$ cat config.mk
export PLATFORM = sky130hd
export DESIGN_NAME = lsd_sink_driver
export DESIGN_NICKNAME = d
export VERILOG_FILES = /design/src/lsd_pkg.sv /design/src/lsd_sink_driver.sv
export VERILOG_INCLUDE_DIRS = /design/src
export SDC_FILE = /design/constraint.sdc
export NUM_CORES = 1
export LEC_CHECK = 0
export BUFFER_PORTS_ARGS = -buffer_cell sky130_fd_sc_hd__buf_2
export CAP_MARGIN = 0
export CORE_UTILIZATION = 55
export CTS_BUF_LIST = sky130_fd_sc_hd__clkbuf_2
export DETAILED_ROUTE_END_ITERATION = 10
export GPL_TIMING_DRIVEN = 0
export PLACE_DENSITY_LB_ADDON = 0.3
export SYNTH_ARGS = -nofsm -noshare
export SYNTH_HDL_FRONTEND = slang
export SYNTH_SLANG_ARGS = --single-unit
$ cat constraint.sdc
create_clock -name clock_in -period 2.6 [get_ports clock_in]
set_input_delay 0.52 -clock clock_in [delete_from_list [all_inputs] [get_ports clock_in]]
set_output_delay 0.52 -clock clock_in [all_outputs]
set_load 0.02 [all_outputs]
$ cat src/lsd_map.svh
`ifndef LSD_MAP_SVH
`define LSD_MAP_SVH

// Number of shift stages, latch bits and sink outputs.
`define LSD_WIDTH          16
// Mode key patterns, bit n is the level expected at the (n+1)th shift-clock rise.
`define LSD_STEPS          5
`define LSD_ENTRY_BLANK    5'h1d
`define LSD_ENTRY_STROBE   5'h08
`define LSD_RESUME_BLANK   5'h1d
`define LSD_RESUME_STROBE  5'h00
`define LSD_LAST_STEP      3'h4
// Reset values.
`define LSD_CHAIN_RESET    16'h0000
`define LSD_LATCH_RESET    16'h0000
// Least time the blank input is held low during detection.
`define LSD_CLOCK_NS       100
`define LSD_DETECT_MIN_NS  1000
`define LSD_DETECT_CYCLES  ((`LSD_DETECT_MIN_NS + `LSD_CLOCK_NS - 1) / `LSD_CLOCK_NS)
`define LSD_COUNT_W        4

`endif

$ cat src/lsd_pkg.sv
`default_nettype none
`include "lsd_map.svh"

package lsd_pkg;

   typedef struct packed {
      logic shift_clock;
      logic serial_in;
      logic latch_strobe;
      logic output_blank;
   } lsd_pins_t;

   typedef struct packed {
      logic [`LSD_WIDTH-1:0] current_low;
      logic [`LSD_WIDTH-1:0] voltage_high;
   } lsd_sense_t;

   typedef enum logic {
      LSD_NORMAL,
      LSD_DETECT
   } lsd_mode_t;

endpackage

`default_nettype wire

$ cat src/lsd_sink_driver.sv
// Notes on behaviour
// - Latch and blank act by level, not edge.
// - Strobe low keeps the latch unchanged.
// - Strobe high makes the latch copy chain.
// - Blank low: each sink follows its latch bit.
// - Blank high forces every sink off.
// - Sixteen-stage chain, last stage drives serial out.
// - After entry key, detection mode; fifth edge switches.
// - Blank low in detection drives and checks sinks.
// - Blank low one microsecond; rise loads results.
// - Sixteen clocks load ones; two plus one follow.
// - Results leave output fifteen first, downward.
// - Results share data format; a new check needs only another blank-low pulse.
// - Sensed current at most half flags a fault.
// - Output voltage at least high threshold flags fault.
// - Blank is active-high off; strobe doubles as key.
`timescale 1ns/1ps
`default_nettype none
`include "lsd_map.svh"

module lsd_sink_driver (
   // Clock and reset.
   input  wire logic                   clock_in,
   input  wire logic                   reset_n_in,
   // Controller pins.
   input  wire lsd_pkg::lsd_pins_t     pins_in,
   // Comparator flags from the sink sense circuits.
   input  wire lsd_pkg::lsd_sense_t    sense_in,
   // Sinks, serial output and detection-mode flag.
   output var  logic [`LSD_WIDTH-1:0]  sink_outputs_out,
   output var  logic                   serial_out_out,
   output var  logic                   error_detect_mode_out
);

   localparam logic [`LSD_STEPS-1:0] ENTRY_BLANK   = `LSD_ENTRY_BLANK;
   localparam logic [`LSD_STEPS-1:0] ENTRY_STROBE  = `LSD_ENTRY_STROBE;
   localparam logic [`LSD_STEPS-1:0] RESUME_BLANK  = `LSD_RESUME_BLANK;
   localparam logic [`LSD_STEPS-1:0] RESUME_STROBE = `LSD_RESUME_STROBE;
   localparam logic [`LSD_COUNT_W-1:0] DETECT_CYCLES = `LSD_COUNT_W'(`LSD_DETECT_CYCLES);

   // Every pin and comparator flag passes two flip-flops before use.
   lsd_pkg::lsd_pins_t  pins_meta_reg;
   lsd_pkg::lsd_pins_t  pins_reg;
   lsd_pkg::lsd_sense_t sense_meta_reg;
   lsd_pkg::lsd_sense_t sense_reg;
   logic                clock_prev_reg;
   logic                blank_prev_reg;

   logic [`LSD_WIDTH-1:0]   chain_reg;
   logic [`LSD_WIDTH-1:0]   chain_next;
   logic [`LSD_WIDTH-1:0]   latch_reg;
   logic [`LSD_WIDTH-1:0]   latch_next;
   logic [`LSD_WIDTH-1:0]   sink_reg;
   logic [`LSD_WIDTH-1:0]   sink_next;
   logic [`LSD_WIDTH-1:0]   result;
   logic                    serial_reg;
   logic                    serial_next;
   lsd_pkg::lsd_mode_t      mode_reg;
   lsd_pkg::lsd_mode_t      mode_next;
   logic [2:0]              step_reg;
   logic [2:0]              step_next;
   logic [`LSD_COUNT_W-1:0] low_count_reg;
   logic [`LSD_COUNT_W-1:0] low_count_next;
   logic                    shift_rise;
   logic                    blank_rise;
   logic                    load_results;
   logic                    key_match;
   logic                    key_first;
   logic [`LSD_STEPS-1:0]   want_blank;
   logic [`LSD_STEPS-1:0]   want_strobe;

   always_ff @(posedge clock_in) begin
      if (!reset_n_in) begin
         pins_meta_reg  <= '0;
         pins_reg       <= '0;
         sense_meta_reg <= '0;
         sense_reg      <= '0;
      end else begin
         pins_meta_reg  <= pins_in;
         pins_reg       <= pins_meta_reg;
         sense_meta_reg <= sense_in;
         sense_reg      <= sense_meta_reg;
      end
   end

   always_comb begin
      shift_rise = pins_reg.shift_clock && !clock_prev_reg;
      blank_rise = pins_reg.output_blank && !blank_prev_reg;
      // A short low pulse would catch the sinks before they settle, so it loads nothing.
      load_results = (mode_reg == lsd_pkg::LSD_DETECT) && blank_rise
                     && (low_count_reg >= DETECT_CYCLES);
      result = ~(sense_reg.current_low | sense_reg.voltage_high);
      low_count_next = low_count_reg;
      if (pins_reg.output_blank) begin
         low_count_next = '0;
      end else if (low_count_reg < DETECT_CYCLES) begin
         low_count_next = low_count_reg + 1'h1;
      end
      chain_next = chain_reg;
      if (load_results) begin
         chain_next = result;
      end else if (shift_rise) begin
         chain_next = {chain_reg[`LSD_WIDTH-2:0], pins_reg.serial_in};
      end
      serial_next = chain_next[`LSD_WIDTH-1];
      // Strobe and blank act on their levels at every system clock, not shift edges.
      latch_next = pins_reg.latch_strobe ? chain_reg : latch_reg;
      sink_next = pins_reg.output_blank ? '0 : latch_next;
   end

   always_comb begin
      if (mode_reg == lsd_pkg::LSD_NORMAL) begin
         want_blank  = ENTRY_BLANK;
         want_strobe = ENTRY_STROBE;
      end else begin
         want_blank  = RESUME_BLANK;
         want_strobe = RESUME_STROBE;
      end
      key_match = (pins_reg.output_blank == want_blank[step_reg])
                  && (pins_reg.latch_strobe == want_strobe[step_reg]);
      key_first = (pins_reg.output_blank == want_blank[0])
                  && (pins_reg.latch_strobe == want_strobe[0]);
      step_next = step_reg;
      mode_next = mode_reg;
      if (shift_rise) begin
         if (!key_match) begin
            step_next = key_first ? 3'h1 : 3'h0;
         end else if (step_reg == `LSD_LAST_STEP) begin
            step_next = 3'h0;
            case (mode_reg)
               lsd_pkg::LSD_NORMAL: mode_next = lsd_pkg::LSD_DETECT;
               lsd_pkg::LSD_DETECT: mode_next = lsd_pkg::LSD_NORMAL;
               default:             mode_next = lsd_pkg::LSD_NORMAL;
            endcase
         end else begin
            step_next = step_reg + 3'h1;
         end
      end
   end

   always_ff @(posedge clock_in) begin
      if (!reset_n_in) begin
         clock_prev_reg <= 1'h0;
         blank_prev_reg <= 1'h0;
         chain_reg      <= `LSD_CHAIN_RESET;
         latch_reg      <= `LSD_LATCH_RESET;
         sink_reg       <= '0;
         serial_reg     <= 1'h0;
         mode_reg       <= lsd_pkg::LSD_NORMAL;
         step_reg       <= 3'h0;
         low_count_reg  <= '0;
      end else begin
         clock_prev_reg <= pins_reg.shift_clock;
         blank_prev_reg <= pins_reg.output_blank;
         chain_reg      <= chain_next;
         latch_reg      <= latch_next;
         sink_reg       <= sink_next;
         serial_reg     <= serial_next;
         mode_reg       <= mode_next;
         step_reg       <= step_next;
         low_count_reg  <= low_count_next;
      end
   end

   assign sink_outputs_out      = sink_reg;
   assign serial_out_out        = serial_reg;
   assign error_detect_mode_out = (mode_reg == lsd_pkg::LSD_DETECT);
endmodule

`default_nettype wire

# After elaboration in Yosys (flattened, before gate mapping)
# Memory sizes are Yosys's and may differ from the RTL's. A register that Yosys moved wholly into a read port is not among the register bits.
# Index checks and enable logic that the tools add are counted.
dict set report op_classes {
  n_addsub 2
  order_cmp 3
  eq_ne 4
  mux 13
  bitwise_logic 4
  n_reduce_logical 11
}
# cell count
set ops {}
lappend ops {{16-bit two-way mux} 3}
lappend ops {{16-bit inverter} 1}
lappend ops {{16-bit bitwise OR} 1}
lappend ops {{3-bit two-way mux} 4}
lappend ops {{1-bit logical AND} 6}
lappend ops {{4-bit by 1-bit adder with 4-bit output (second input constant)} 1}
lappend ops {{4-bit >= comparator (second input constant)} 1}
lappend ops {{3-bit by 4-bit less-than comparator with 1-bit output (second input constant)} 1}
lappend ops {{4-bit less-than comparator (second input constant)} 1}
lappend ops {{4-bit two-way mux} 1}
lappend ops {{3-bit by 1-bit adder with 3-bit output (second input constant)} 1}
lappend ops {{1-bit binary-select mux with 3-bit select} 1}
lappend ops {{1-bit == test} 3}
lappend ops {{3-bit == test (second input constant)} 1}
lappend ops {{1-bit two-way mux} 3}
lappend ops {{3-bit AND reduction} 1}
lappend ops {{1-bit zero test} 2}
lappend ops {{1-bit inverter} 2}
lappend ops {{1-bit case mux with 2 select lines} 1}
lappend ops {{2-bit nonzero test} 1}
lappend ops {{2-bit OR reduction} 1}
dict set report totals {
  reg_bits 130
  mem_bits_ro 8
  input_bits 38
  out_inout_bits 18
  elab_cells 59
  n_memories 1
}
# name depth width rd rd_clocked_by_memory_dff write_ports line
set mem_list {}
lappend mem_list {{(no name shown)} 8 1 1 1 0 lsd_sink_driver.sv:119} ;# key_match = (pins_reg.output_blank == want_blank[step_reg])

# Longest topological paths before layout
# Gate-level depths: netlist (run 1).
dict set report logic_depth {
  ltp_word 8
  depth_mapped 7
  ltp_nobuf 7
}

# Worst setup path before layout (run 1)
# No wires, ideal clock.
dict set report synth_path {
  path_type {register to register}
  start {reg low_count_reg[0]}
  end {reg chain_reg[10]}
  setup_time_ps 115
  arrival_time_ps 1601
  required_ps 2485
  path_slack_ps 885
  path_stages_with_launch 7
  n_path_buf 1
  synth_period_minus_slack_ps 1715
  cell_sequence {dfxtp_1 inv_1 ha_1 o31ai_1 buf_2 nor3_1 o21a_1}
}
dict set report synth_between {
  elab_chain_cells 3
  word_cells_on_any_way 4
  classes_between {order compare (1); mux (1); reduce/logical (2)}
}
# item line
set synth_lines {}
lappend synth_lines {{from (decl)} lsd_sink_driver.sv:62} ;# logic [`LSD_COUNT_W-1:0] low_count_reg;
lappend synth_lines {{from (signal assigned)} lsd_sink_driver.sv:161} ;# low_count_reg <= low_count_next;
lappend synth_lines {{4-bit >= comparator *} lsd_sink_driver.sv:91} ;# && (low_count_reg >= DETECT_CYCLES);
lappend synth_lines {{1-bit logical AND *} lsd_sink_driver.sv:91}
lappend synth_lines {{16-bit two-way mux or 2-bit nonzero test (tied branches)} --}
lappend synth_lines {{to (signal assigned)} lsd_sink_driver.sv:145} ;# chain_reg <= `LSD_CHAIN_RESET;
lappend synth_lines {{to (signal assigned)} lsd_sink_driver.sv:155} ;# chain_reg <= chain_next;
lappend synth_lines {{to (decl)} lsd_sink_driver.sv:49} ;# logic [`LSD_WIDTH-1:0] chain_reg;
# Every way passes the cells marked *; elsewhere a longest branch is shown, timed or not.
# A chain may end at the register's enable or synchronous reset.

# Final worst setup path (run 1)
dict set report layout_path {
  start {reg low_count_reg[0]}
  end {reg chain_reg[5]}
}
# The elaborated chain is that of the path after synthesis.

==> flow_metrics.py, run 1 <==
metrics = {
    "power": {
        "p_clk_share_pct": 33.6,
        "internal-power_mw": 2.532,
        "swShare_pct": 25.57,
        "ir_worst_vdd_mv": 0.4216,
        "p_switching_mw": 0.8697,
        "power.total_mw": 3.401,
        "p_comb_share_pct": 4.9,
        "p_per_area_nw_per_um2": 660.2,
        "leakage_nw": 2.174,
        "power_frac_seq_pct": 61.5,
    },
    "logic_synthesis": {
        "ys_ff_latch": 131,
        "synth_top_area_share_pct": 61.50,
        "yosysTopAreaCell": "dfxtp_1",
        "ys_types": 30,
        "synth-adder-area-share_pct": 1.174,
        "synth_area_leaders": "dfxtp_1 62%, and2_1 11%, nor2b_1 5.0%",
        "synth_ff_type": "dfxtp_1",
        "yosys.area_share.xor_xnor_pct": 0.9977,
        "synthCells": 402,
        "syn_area_per_cell_um2": 10.61,
        "synth_compound_area_share_pct": 6.954,
        "synthMuxAreaShare_pct": 3.756,
        "synth_top_family_by_area": "simple AND/OR/NAND/NOR gates",
        "synth_edf_count": 0,
        "yosysWarnings": 0,
        "seq_area_frac_synth_pct": 61.50,
        "synth_nets": 444,
        "async_flop_share_pct": 0,
        "yosys.area_share.simple_pct": 23.33,
        "syn_area_um2": 4264,
    },
    "worst_setup_path": {
        "worstPathRequired_ns": 3.17,
        "arrival_ns": 2.71,
        "path_cells": "inv_1, ha_1, o31ai_1, buf_2, nor3_1, o21a_1",
        "path_buf_inv": 2,
        "setup.worst_path.class": "flip-flop to flip-flop",
        "start_kind": "flip-flop",
        "cpPeakStageDelay_ns": 0.74,
        "critPathMaxFanout": 10,
        "cp_top_family": "compound AO/OA/AOI/OAI gates",
        "critPathSlowestCell": "o31ai_1",
        "crit_path_end_kind": "flip-flop",
    },
    "drt": {
        "drt-initial-drc-count": 155,
        "ant_nets": 0,
        "num_vias": 2857,
        "detail_route.wl_per_cell_um": 11.23,
        "drc": 0,
        "via_per_inst": 4.653,
        "routed_wl_um": 6897,
        "drt-pass1-iter-count": 4,
    },
    "global_route": {
        "grt_pass1_wl_um": 11270,
        "grt_pass1_vias": 2582,
        "grt_use_total_pct": 17.88,
        "grt_overflow": 0,
        "antenna_found_initial": 0,
        "grt_max_degree": 17,
    },
    "cells_and_area": {
        "syn2layout_area_growth_pct": 20.83,
        "fin_util_pct": 69.92,
        "drive_above_1_share_pct": 17.67,
        "fillCellCount": 574,
        "layout.nets": 544,
        "final_cells": 614,
        "final_common_cell": "dfxtp_1",
        "diodes": 0,
        "final_cell_mix": "131 x dfxtp_1, 77 x and2_1, 58 x buf_2",
    },
    "placement": {
        "numPortBuffers": 55,
        "place_hpwl_um": 4768,
        "place.gp.congestion": 0.7819,
        "dp.cells": 556,
    },
    "timing": {
        "setup_violations": 0,
        "slew_headroom_pct": 38.86,
        "max_freq_mhz": 466.0,
        "fin_setup_tns_ns": 0,
        "worst_pin_slew_ns": 0.9093,
        "rsz0062_at_grt": "false",
        "skew_ns": 0.01837,
        "fin_crit_ns": 2.146,
        "finalMaxSlewViolations": 0,
        "finalHoldViolations": 0,
        "period_share_pct": 82.53,
    },
    "die": {
        "coreArea_um2": 7370,
        "io_pins": 56,
        "die_area_um2": 8109,
        "initial_core_util_pct": 57.86,
        "rows": 31,
        "die_w_um": 90.05,
        "die_y_um": 90.05,
    },
    "clock_tree": {
        "clk_latency_ns": 0.66,
        "ctsRootBufferMaster": "clkbuf_2",
        "clock_sinks": 131,
        "clk_path_buf_depth": 2,
        "cts_tree": "yes",
        "htreeDepth": 4,
        "clkSlewWorstSetupHoldPaths_ns": 0.20,
        "cts-buffers-inserted": 17,
    },
    "hold_path": {
        "hp-class": "primary input to flip-flop",
    },
    "flow_run": {
        "cap_violations": 0,
    },
    "run_status": {
        "status": "finished clean",
    },
}
logic make-up (layout without fill, tap and decap cells):
logic type / Yosys count / in the layout
compound gates: 45 / 45
mux: 16 / 16
fa+ha+maj: 4 / 4
simple gates: 177 / 177
buf+inv: 25 / 138
flops: 131 / 131
xor+xnor: 4 / 4
per-layer routing:
metal | track usage (%) | vias up | routed length [um]
li1 | - | 1508 | -
met2 | 27.80 | 74 | 3227
met3 | 7.107 | 8 | 319
met1 | 22.29 | 1267 | 3261
met4 | 6.855 | 0 | 89
met5 | 0 | - | 0
metrics by stage:
step / hold WS (ns) / cell area [um^2] / worst slack, ns
after floorplan: 0.4119 / 4264 / 0.8848
after global placement: 0.4169 / 4663 / 0.4685
after detailed placement: 0.4184 / 4663 / 0.4559
after CTS: 0.002045 / 4932 / 0.4224
after global routing: -0.007675 / 5152 / 0.2488
final: 0.05534 / 5152 / 0.4543
Yosys cell counts (4+ instances only):
cell / number
a21oi_1: 19
nand2_1: 37
o21a_1: 16
dfxtp_1: 131
nor2b_1: 34
clkbuf_1: 19
nor3_1: 19
and2_1: 77
mux2i_1: 16
ha_1: 4
power groups by stage:
| stage | Sequential [mW] | Combinational, mW | Clock (mW) |
|---|---|---|---|
| after global routing | 2.10 | 0.190 | 1.28 |
| after global placement | 2.13 | 0.134 | 0 |
| after detailed placement | 2.13 | 0.139 | 0 |
| final | 2.09 | 0.168 | 1.14 |
| after CTS | 2.09 | 0.144 | 1.17 |
| after floorplan | 2.13 | 0.0904 | 0 |
area by class of cell:
type	instances	area, um^2	share of cell area, %
Sequential cell	131	2623	50.90
Multi-Input combinational cell	246	1544	29.97
Timing Repair Buffer	81	535.5	10.39
Clock inverter	15	143.9	2.793
Tap cell	99	123.9	2.404
Buffer	22	86.33	1.676
Clock buffer	17	85.08	1.651
Inverter	3	11.26	0.2186
worst reg2reg max path: stages, from the launching register on:
cell     delay, ns
dfxtp_1       0.43
inv_1         0.06
ha_1          0.21
o31ai_1       0.74
buf_2         0.36
nor3_1        0.08
o21a_1        0.18
path summary, 6_finish.rpt:
path              cells after the start  slack (ns)               from                  to
setup / recovery                      6        0.45   low_count_reg[0]        chain_reg[5]
hold / removal                        2        0.06       sense_in[20]  sense_meta_reg[20]
hold reg to reg                       1        0.45  sense_meta_reg[5]        sense_reg[5]
setup reg to reg                      6        0.45   low_count_reg[0]        chain_reg[5]
timing repair:
action	in CTS	in global routing
buffers inserted	0	0
hold buffers	4	22
gates resized for setup	0	0
hold endpoints to repair	4	22
endpoints found under the setup margin	0	0
No activity file was read; power rests on OpenSTA's default activity.
==> inputs of run 2 (changes only) <==
==> constraint.sdc (replaced) <==
create_clock -name clock_in -period 2.15 [get_ports clock_in]
set_input_delay 0.43 -clock clock_in [delete_from_list [all_inputs] [get_ports clock_in]]
set_output_delay 0.43 -clock clock_in [all_outputs]
set_load 0.02 [all_outputs]
==> run 2 against run 1 <==
Fmax is 15% higher. Total power rose by 22%. Largest power group unchanged. Critical path type unchanged. Highest routed layer unchanged. Core utilization is 1.4 points higher. Clock power rose by 22%.
==> flow_metrics.py, run 2 (synthesis results as in run 1) <==
metrics = {
    "die": {
        "rows": 31,
        "die_area_um2": 8109,
        "initial_core_util_pct": 57.86,
        "io_pins": 56,
        "die_y_um": 90.05,
        "die_w_um": 90.05,
        "coreArea_um2": 7370,
    },
    "global_route": {
        "grt_pass1_wl_um": 12590,
        "grt_pass1_vias": 2846,
        "grt_overflow": 0,
        "use_met1_pct": 24.13,
        "globalRoute.busiestLayer": "met2",
        "grt_use_total_pct": 20.10,
        "antenna_found_initial": 0,
        "grt_max_degree": 17,
        "grt_util_met2_pct": 32.82,
        "gr-usage-met3_pct": 7.360,
    },
    "timing": {
        "worst_pin_slew_ns": 0.5594,
        "finalMaxSlewViolations": 0,
        "skew_ns": 0.02352,
        "slew_headroom_pct": 62.48,
        "period_share_pct": 86.58,
        "fin_setup_tns_ns": 0,
        "max_freq_mhz": 537.2,
        "rsz0062_at_grt": "false",
        "setup_violations": 0,
        "fin_crit_ns": 1.861,
        "finalHoldViolations": 0,
    },
    "worst_setup_path": {
        "cpPeakStageDelay_ns": 0.48,
        "crit_path_end_kind": "flip-flop",
        "arrival_ns": 2.43,
        "critPathMaxFanout": 10,
        "path_cells": "inv_1, ha_1, o31ai_2, buf_2, nor3_1, o21a_1",
        "critPathSlowestCell": "o31ai_2",
        "setup.worst_path.class": "flip-flop to flip-flop",
        "start_kind": "flip-flop",
        "worstPathRequired_ns": 2.72,
    },
    "clock_tree": {
        "clk_path_buf_depth": 2,
        "clkSlewWorstSetupHoldPaths_ns": 0.19,
        "cts_setup_buffers": 0,
        "htreeDepth": 4,
        "clk_latency_ns": 0.67,
        "cts_tree": "yes",
        "clock_sinks": 131,
        "cts-buffers-inserted": 17,
        "ctsRootBufferMaster": "clkbuf_2",
    },
    "drt": {
        "detail_route.wl_per_cell_um": 12.06,
        "drc": 0,
        "ant_nets": 0,
        "routed_wl_um": 7527,
        "num_vias": 2936,
        "drt-initial-drc-count": 116,
        "drt-pass1-iter-count": 4,
        "via_per_inst": 4.705,
    },
    "flow_run": {
        "cap_violations": 0,
    },
    "cells_and_area": {
        "final_common_cell": "dfxtp_1",
        "diodes": 0,
        "layout.nets": 554,
        "final_cell_mix": "131 x dfxtp_1, 77 x and2_1, 58 x buf_2",
        "fillCellCount": 553,
        "drive_above_1_share_pct": 17.52,
        "fin_util_pct": 71.34,
        "postLayoutCellArea_um2": 5258,
        "syn2layout_area_growth_pct": 23.30,
    },
    "power": {
        "power_frac_seq_pct": 61.0,
        "ir_worst_vdd_mv": 0.4627,
        "p_clk_share_pct": 33.6,
        "swShare_pct": 25.83,
        "power.total_mw": 4.145,
        "p_per_area_nw_per_um2": 788.4,
        "p_comb_share_pct": 5.4,
        "internal-power_mw": 3.074,
        "leakage_nw": 2.211,
        "p_switching_mw": 1.071,
    },
    "placement": {
        "placed_area_um2": 4663,
        "numPortBuffers": 55,
        "place.gp.congestion": 0.7819,
        "place_hpwl_um": 4768,
    },
    "run_status": {
        "status": "finished clean",
    },
    "hold_path": {
        "hp-class": "primary input to flip-flop",
    },
}
run 2: cell types whose count changed in the layout (fill, tap and decap cells not counted), sizes merged:
cell / previous run / this run
dlygate4sd3: 26 / 36
run 2: cell type report:
cell class | instances | area [um^2] | share of cell area [%]
Buffer | 22 | 86.33 | 1.642
Clock inverter | 15 | 143.9 | 2.737
Inverter | 3 | 11.26 | 0.2142
Sequential cell | 131 | 2623 | 49.88
Tap cell | 99 | 123.9 | 2.356
Clock buffer | 17 | 85.08 | 1.618
Timing Repair Buffer | 91 | 635.6 | 12.09
Multi-Input combinational cell | 246 | 1549 | 29.46
run 2: timing repair:
item / 4_1_cts / 5_1_grt
hold buffers: 36 / 0
resized for setup: 1 / 0
endpoints found under the setup margin: 9 / 0
endpoints found under the hold margin: 36 / 0
run 2: worst max-delay path: cells and delay by family (launching register included):
family          cells  cell delay [ns]
buf+inv             2             0.38
flops               1             0.43
compound gates      2             0.66
simple gates        1             0.08
fa+ha+maj           1             0.22
run 2: metrics by stage:
stage	cells	setup slack, ns	hold WS (ns)
detailed placement	556	0.005909	0.4184
CTS	624	0.2513	0.2640
finish	624	0.2886	0.3004
global placement	556	0.01851	0.4169
floorplan	402	0.4348	0.4119
global route	624	0.1200	0.2576
run 2: power groups by stage:
stage	clock, mW	combinational, mW	sequential [mW]
floorplan	0	0.109	2.57
global placement	0	0.162	2.58
detailed placement	0	0.168	2.58
CTS	1.42	0.218	2.53
global route	1.55	0.248	2.54
finish	1.39	0.223	2.53
run 2: metal layers:
metal  wire length [um]  vias to the layer above
met1               3491                     1312
met4                119                        0
met2               3569                       76
met5                  0                        -
met3                346                       17
li1                   -                     1531
run 2: path summary, 6_finish.rpt:
path / to / cells past startpoint / slack [ns] / start
setup reg to reg: chain_reg[5] / 6 / 0.29 / low_count_reg[0]
hold reg to reg: sense_reg[5] / 1 / 0.45 / sense_meta_reg[5]
setup / recovery: chain_reg[5] / 6 / 0.29 / low_count_reg[0]
hold / removal: latch_reg[15] / 3 / 0.30 / reset_n_in
==> inputs of run 3 (changes only) <==
--- a/config.mk
+++ b/config.mk
@@ -7,11 +7,11 @@
 export NUM_CORES = 1
 export LEC_CHECK = 0
 export BUFFER_PORTS_ARGS = -buffer_cell sky130_fd_sc_hd__buf_2
-export CAP_MARGIN = 0
+export CAP_MARGIN = 30
 export CORE_UTILIZATION = 55
 export CTS_BUF_LIST = sky130_fd_sc_hd__clkbuf_2
 export DETAILED_ROUTE_END_ITERATION = 10
-export GPL_TIMING_DRIVEN = 0
+export GPL_TIMING_DRIVEN = 1
 export PLACE_DENSITY_LB_ADDON = 0.3
 export SYNTH_ARGS = -nofsm -noshare
 export SYNTH_HDL_FRONTEND = slang
==> run 3 against run 2 <==
Setup slack improved by 0.14 ns. Clock-buffer cell count did not move. Sequential share of layout area rose by 0.27 points. Clock skew down 0.0044 ns. Register-to-register slack gained 0.14 ns. Final area is 0.55% lower. Total power decreased by 0.31%. Die area is the same. Critical path type unchanged.
==> flow_metrics.py, run 3 (synthesis results as in run 1) <==
metrics = {
    "run_status": {
        "status": "finished clean",
    },
    "power": {
        "ir_worst_vdd_mv": 0.4782,
        "leakage_nw": 2.227,
        "p_per_area_nw_per_um2": 790.2,
        "power.total_mw": 4.132,
        "swShare_pct": 25.42,
        "p_clk_share_pct": 33.6,
        "internal-power_mw": 3.082,
        "power_frac_seq_pct": 61.3,
        "p_switching_mw": 1.050,
        "p_comb_share_pct": 5.2,
    },
    "timing": {
        "slew_headroom_pct": 58.31,
        "finalHoldViolations": 0,
        "worst_pin_slew_ns": 0.6253,
        "fin_setup_tns_ns": 0,
        "fin_crit_ns": 1.724,
        "setup_slack_ns": 0.4258,
        "holdWs_ns": 0.09885,
        "period_share_pct": 80.20,
        "rsz0062_at_grt": "false",
        "max_freq_mhz": 580.0,
        "finalMaxSlewViolations": 0,
        "skew_ns": 0.01907,
        "setup_violations": 0,
    },
    "drt": {
        "via_per_inst": 4.646,
        "ant_nets": 0,
        "detail_route.wl_per_cell_um": 11.51,
        "num_vias": 2825,
        "drt-pass1-iter-count": 4,
        "routed_wl_um": 7000,
        "drc": 0,
        "drt-initial-drc-count": 98,
    },
    "clock_tree": {
        "clock_sinks": 131,
        "cts_hold_buf": 36,
        "htreeDepth": 4,
        "cts-buffers-inserted": 17,
        "cts_setup_buffers": 0,
        "clk_latency_ns": 0.64,
        "clk_path_buf_depth": 2,
        "ctsRootBufferMaster": "clkbuf_2",
        "post_cts_resized": 0,
        "clkSlewWorstSetupHoldPaths_ns": 0.20,
        "cts_tree": "yes",
    },
    "flow_run": {
        "cap_violations": 0,
    },
    "cells_and_area": {
        "regArea_um2": 2623,
        "final_common_cell": "dfxtp_1",
        "postLayoutCellArea_um2": 5229,
        "diodes": 0,
        "multi_input_area_um2": 1549,
        "fillCellCount": 571,
        "drive_above_1_share_pct": 18.86,
        "syn2layout_area_growth_pct": 22.62,
        "fin_util_pct": 70.95,
        "layout.nets": 538,
        "final_cells": 608,
        "final_cell_mix": "131 x dfxtp_1, 77 x and2_1, 55 x buf_2",
    },
    "worst_setup_path": {
        "critPathMaxFanout": 5,
        "critPathSlowestCell": "dfxtp_1",
        "cpPeakStageDelay_ns": 0.45,
        "setup.worst_path.class": "flip-flop to flip-flop",
        "path_cells": "and4bb_2, xor2_2, nor3_1, a22o_1, a2111o_1",
        "worstPathRequired_ns": 2.71,
        "crit_path_end_kind": "flip-flop",
        "arrival_ns": 2.28,
        "start_kind": "flip-flop",
    },
    "die": {
        "io_pins": 56,
        "die_y_um": 90.05,
        "die_w_um": 90.05,
        "die_area_um2": 8109,
        "initial_core_util_pct": 57.86,
        "coreArea_um2": 7370,
        "rows": 31,
    },
    "placement": {
        "placed_area_um2": 4639,
        "place_hpwl_um": 4151,
        "pre_cts_ws_ns": 0.4466,
        "dp.cells": 540,
        "place.gp.congestion": 0.7230,
        "numPortBuffers": 55,
    },
    "global_route": {
        "grt_pass1_vias": 2676,
        "antenna_found_initial": 0,
        "grt_max_degree": 108,
        "grt_overflow": 0,
        "grt_use_total_pct": 18.64,
        "grt_pass1_wl_um": 11920,
    },
    "hold_path": {
        "hp-class": "primary input to flip-flop",
    },
}
## run 3: cell types whose count changed in the layout (fill, tap and decap cells not counted)
cell / change
clkbuf_1: -19
clkinv_4: +2
buf_2: -3
inv_8: -1
clkinvlp_4: -4
clkinv_2: +2
inv_6: +2
clkinv_1: -1
buf_4: +5
buf_12: +1
## run 3: power groups by stage
stage | Sequential, mW | Combinational, mW | Clock, mW
finish | 2.53 | 0.214 | 1.39
detailed placement | 2.58 | 0.163 | 0
floorplan | 2.57 | 0.109 | 0
CTS | 2.53 | 0.213 | 1.44
global route | 2.54 | 0.236 | 1.56
global placement | 2.58 | 0.157 | 0
## run 3: layout make-up
type                       instances  share of cell area, %
clock buffer                      17                  1.627
clock inverter                    15                  2.752
inverter                           3                 0.2154
multi-input combinational        246                  29.62
sequential                       131                  50.16
tap                               99                  2.369
timing repair buffer              97                  13.26
## run 3: metal layers
| metal | share of wire [%] | GRT usage [%] |
|---|---|---|
| met5 | 0 | 0 |
| met4 | 1.1 | 9.543 |
| met3 | 4.3 | 5.499 |
| met2 | 47 | 29.39 |
| met1 | 48 | 23.14 |
## run 3: final timing paths
path                    start               endpoint  slack (ns)  depth (start not counted)
max reg2reg       step_reg[0]              flip-flop        0.43                          5
min                reset_n_in  error_detect_mode_out         0.1                          2
min reg2reg  pins_meta_reg[0]            pins_reg[0]        0.44                          1
max               step_reg[0]              flip-flop        0.43                          5
## run 3: worst max-delay path: cells and delay by family, from the launching register on
family	cells	cell delay [ns]
and+or+nand+nor	2	0.39
DFF	1	0.45
AOI/OAI and AO/OA	2	0.62
xor gates and xnor gates	1	0.19
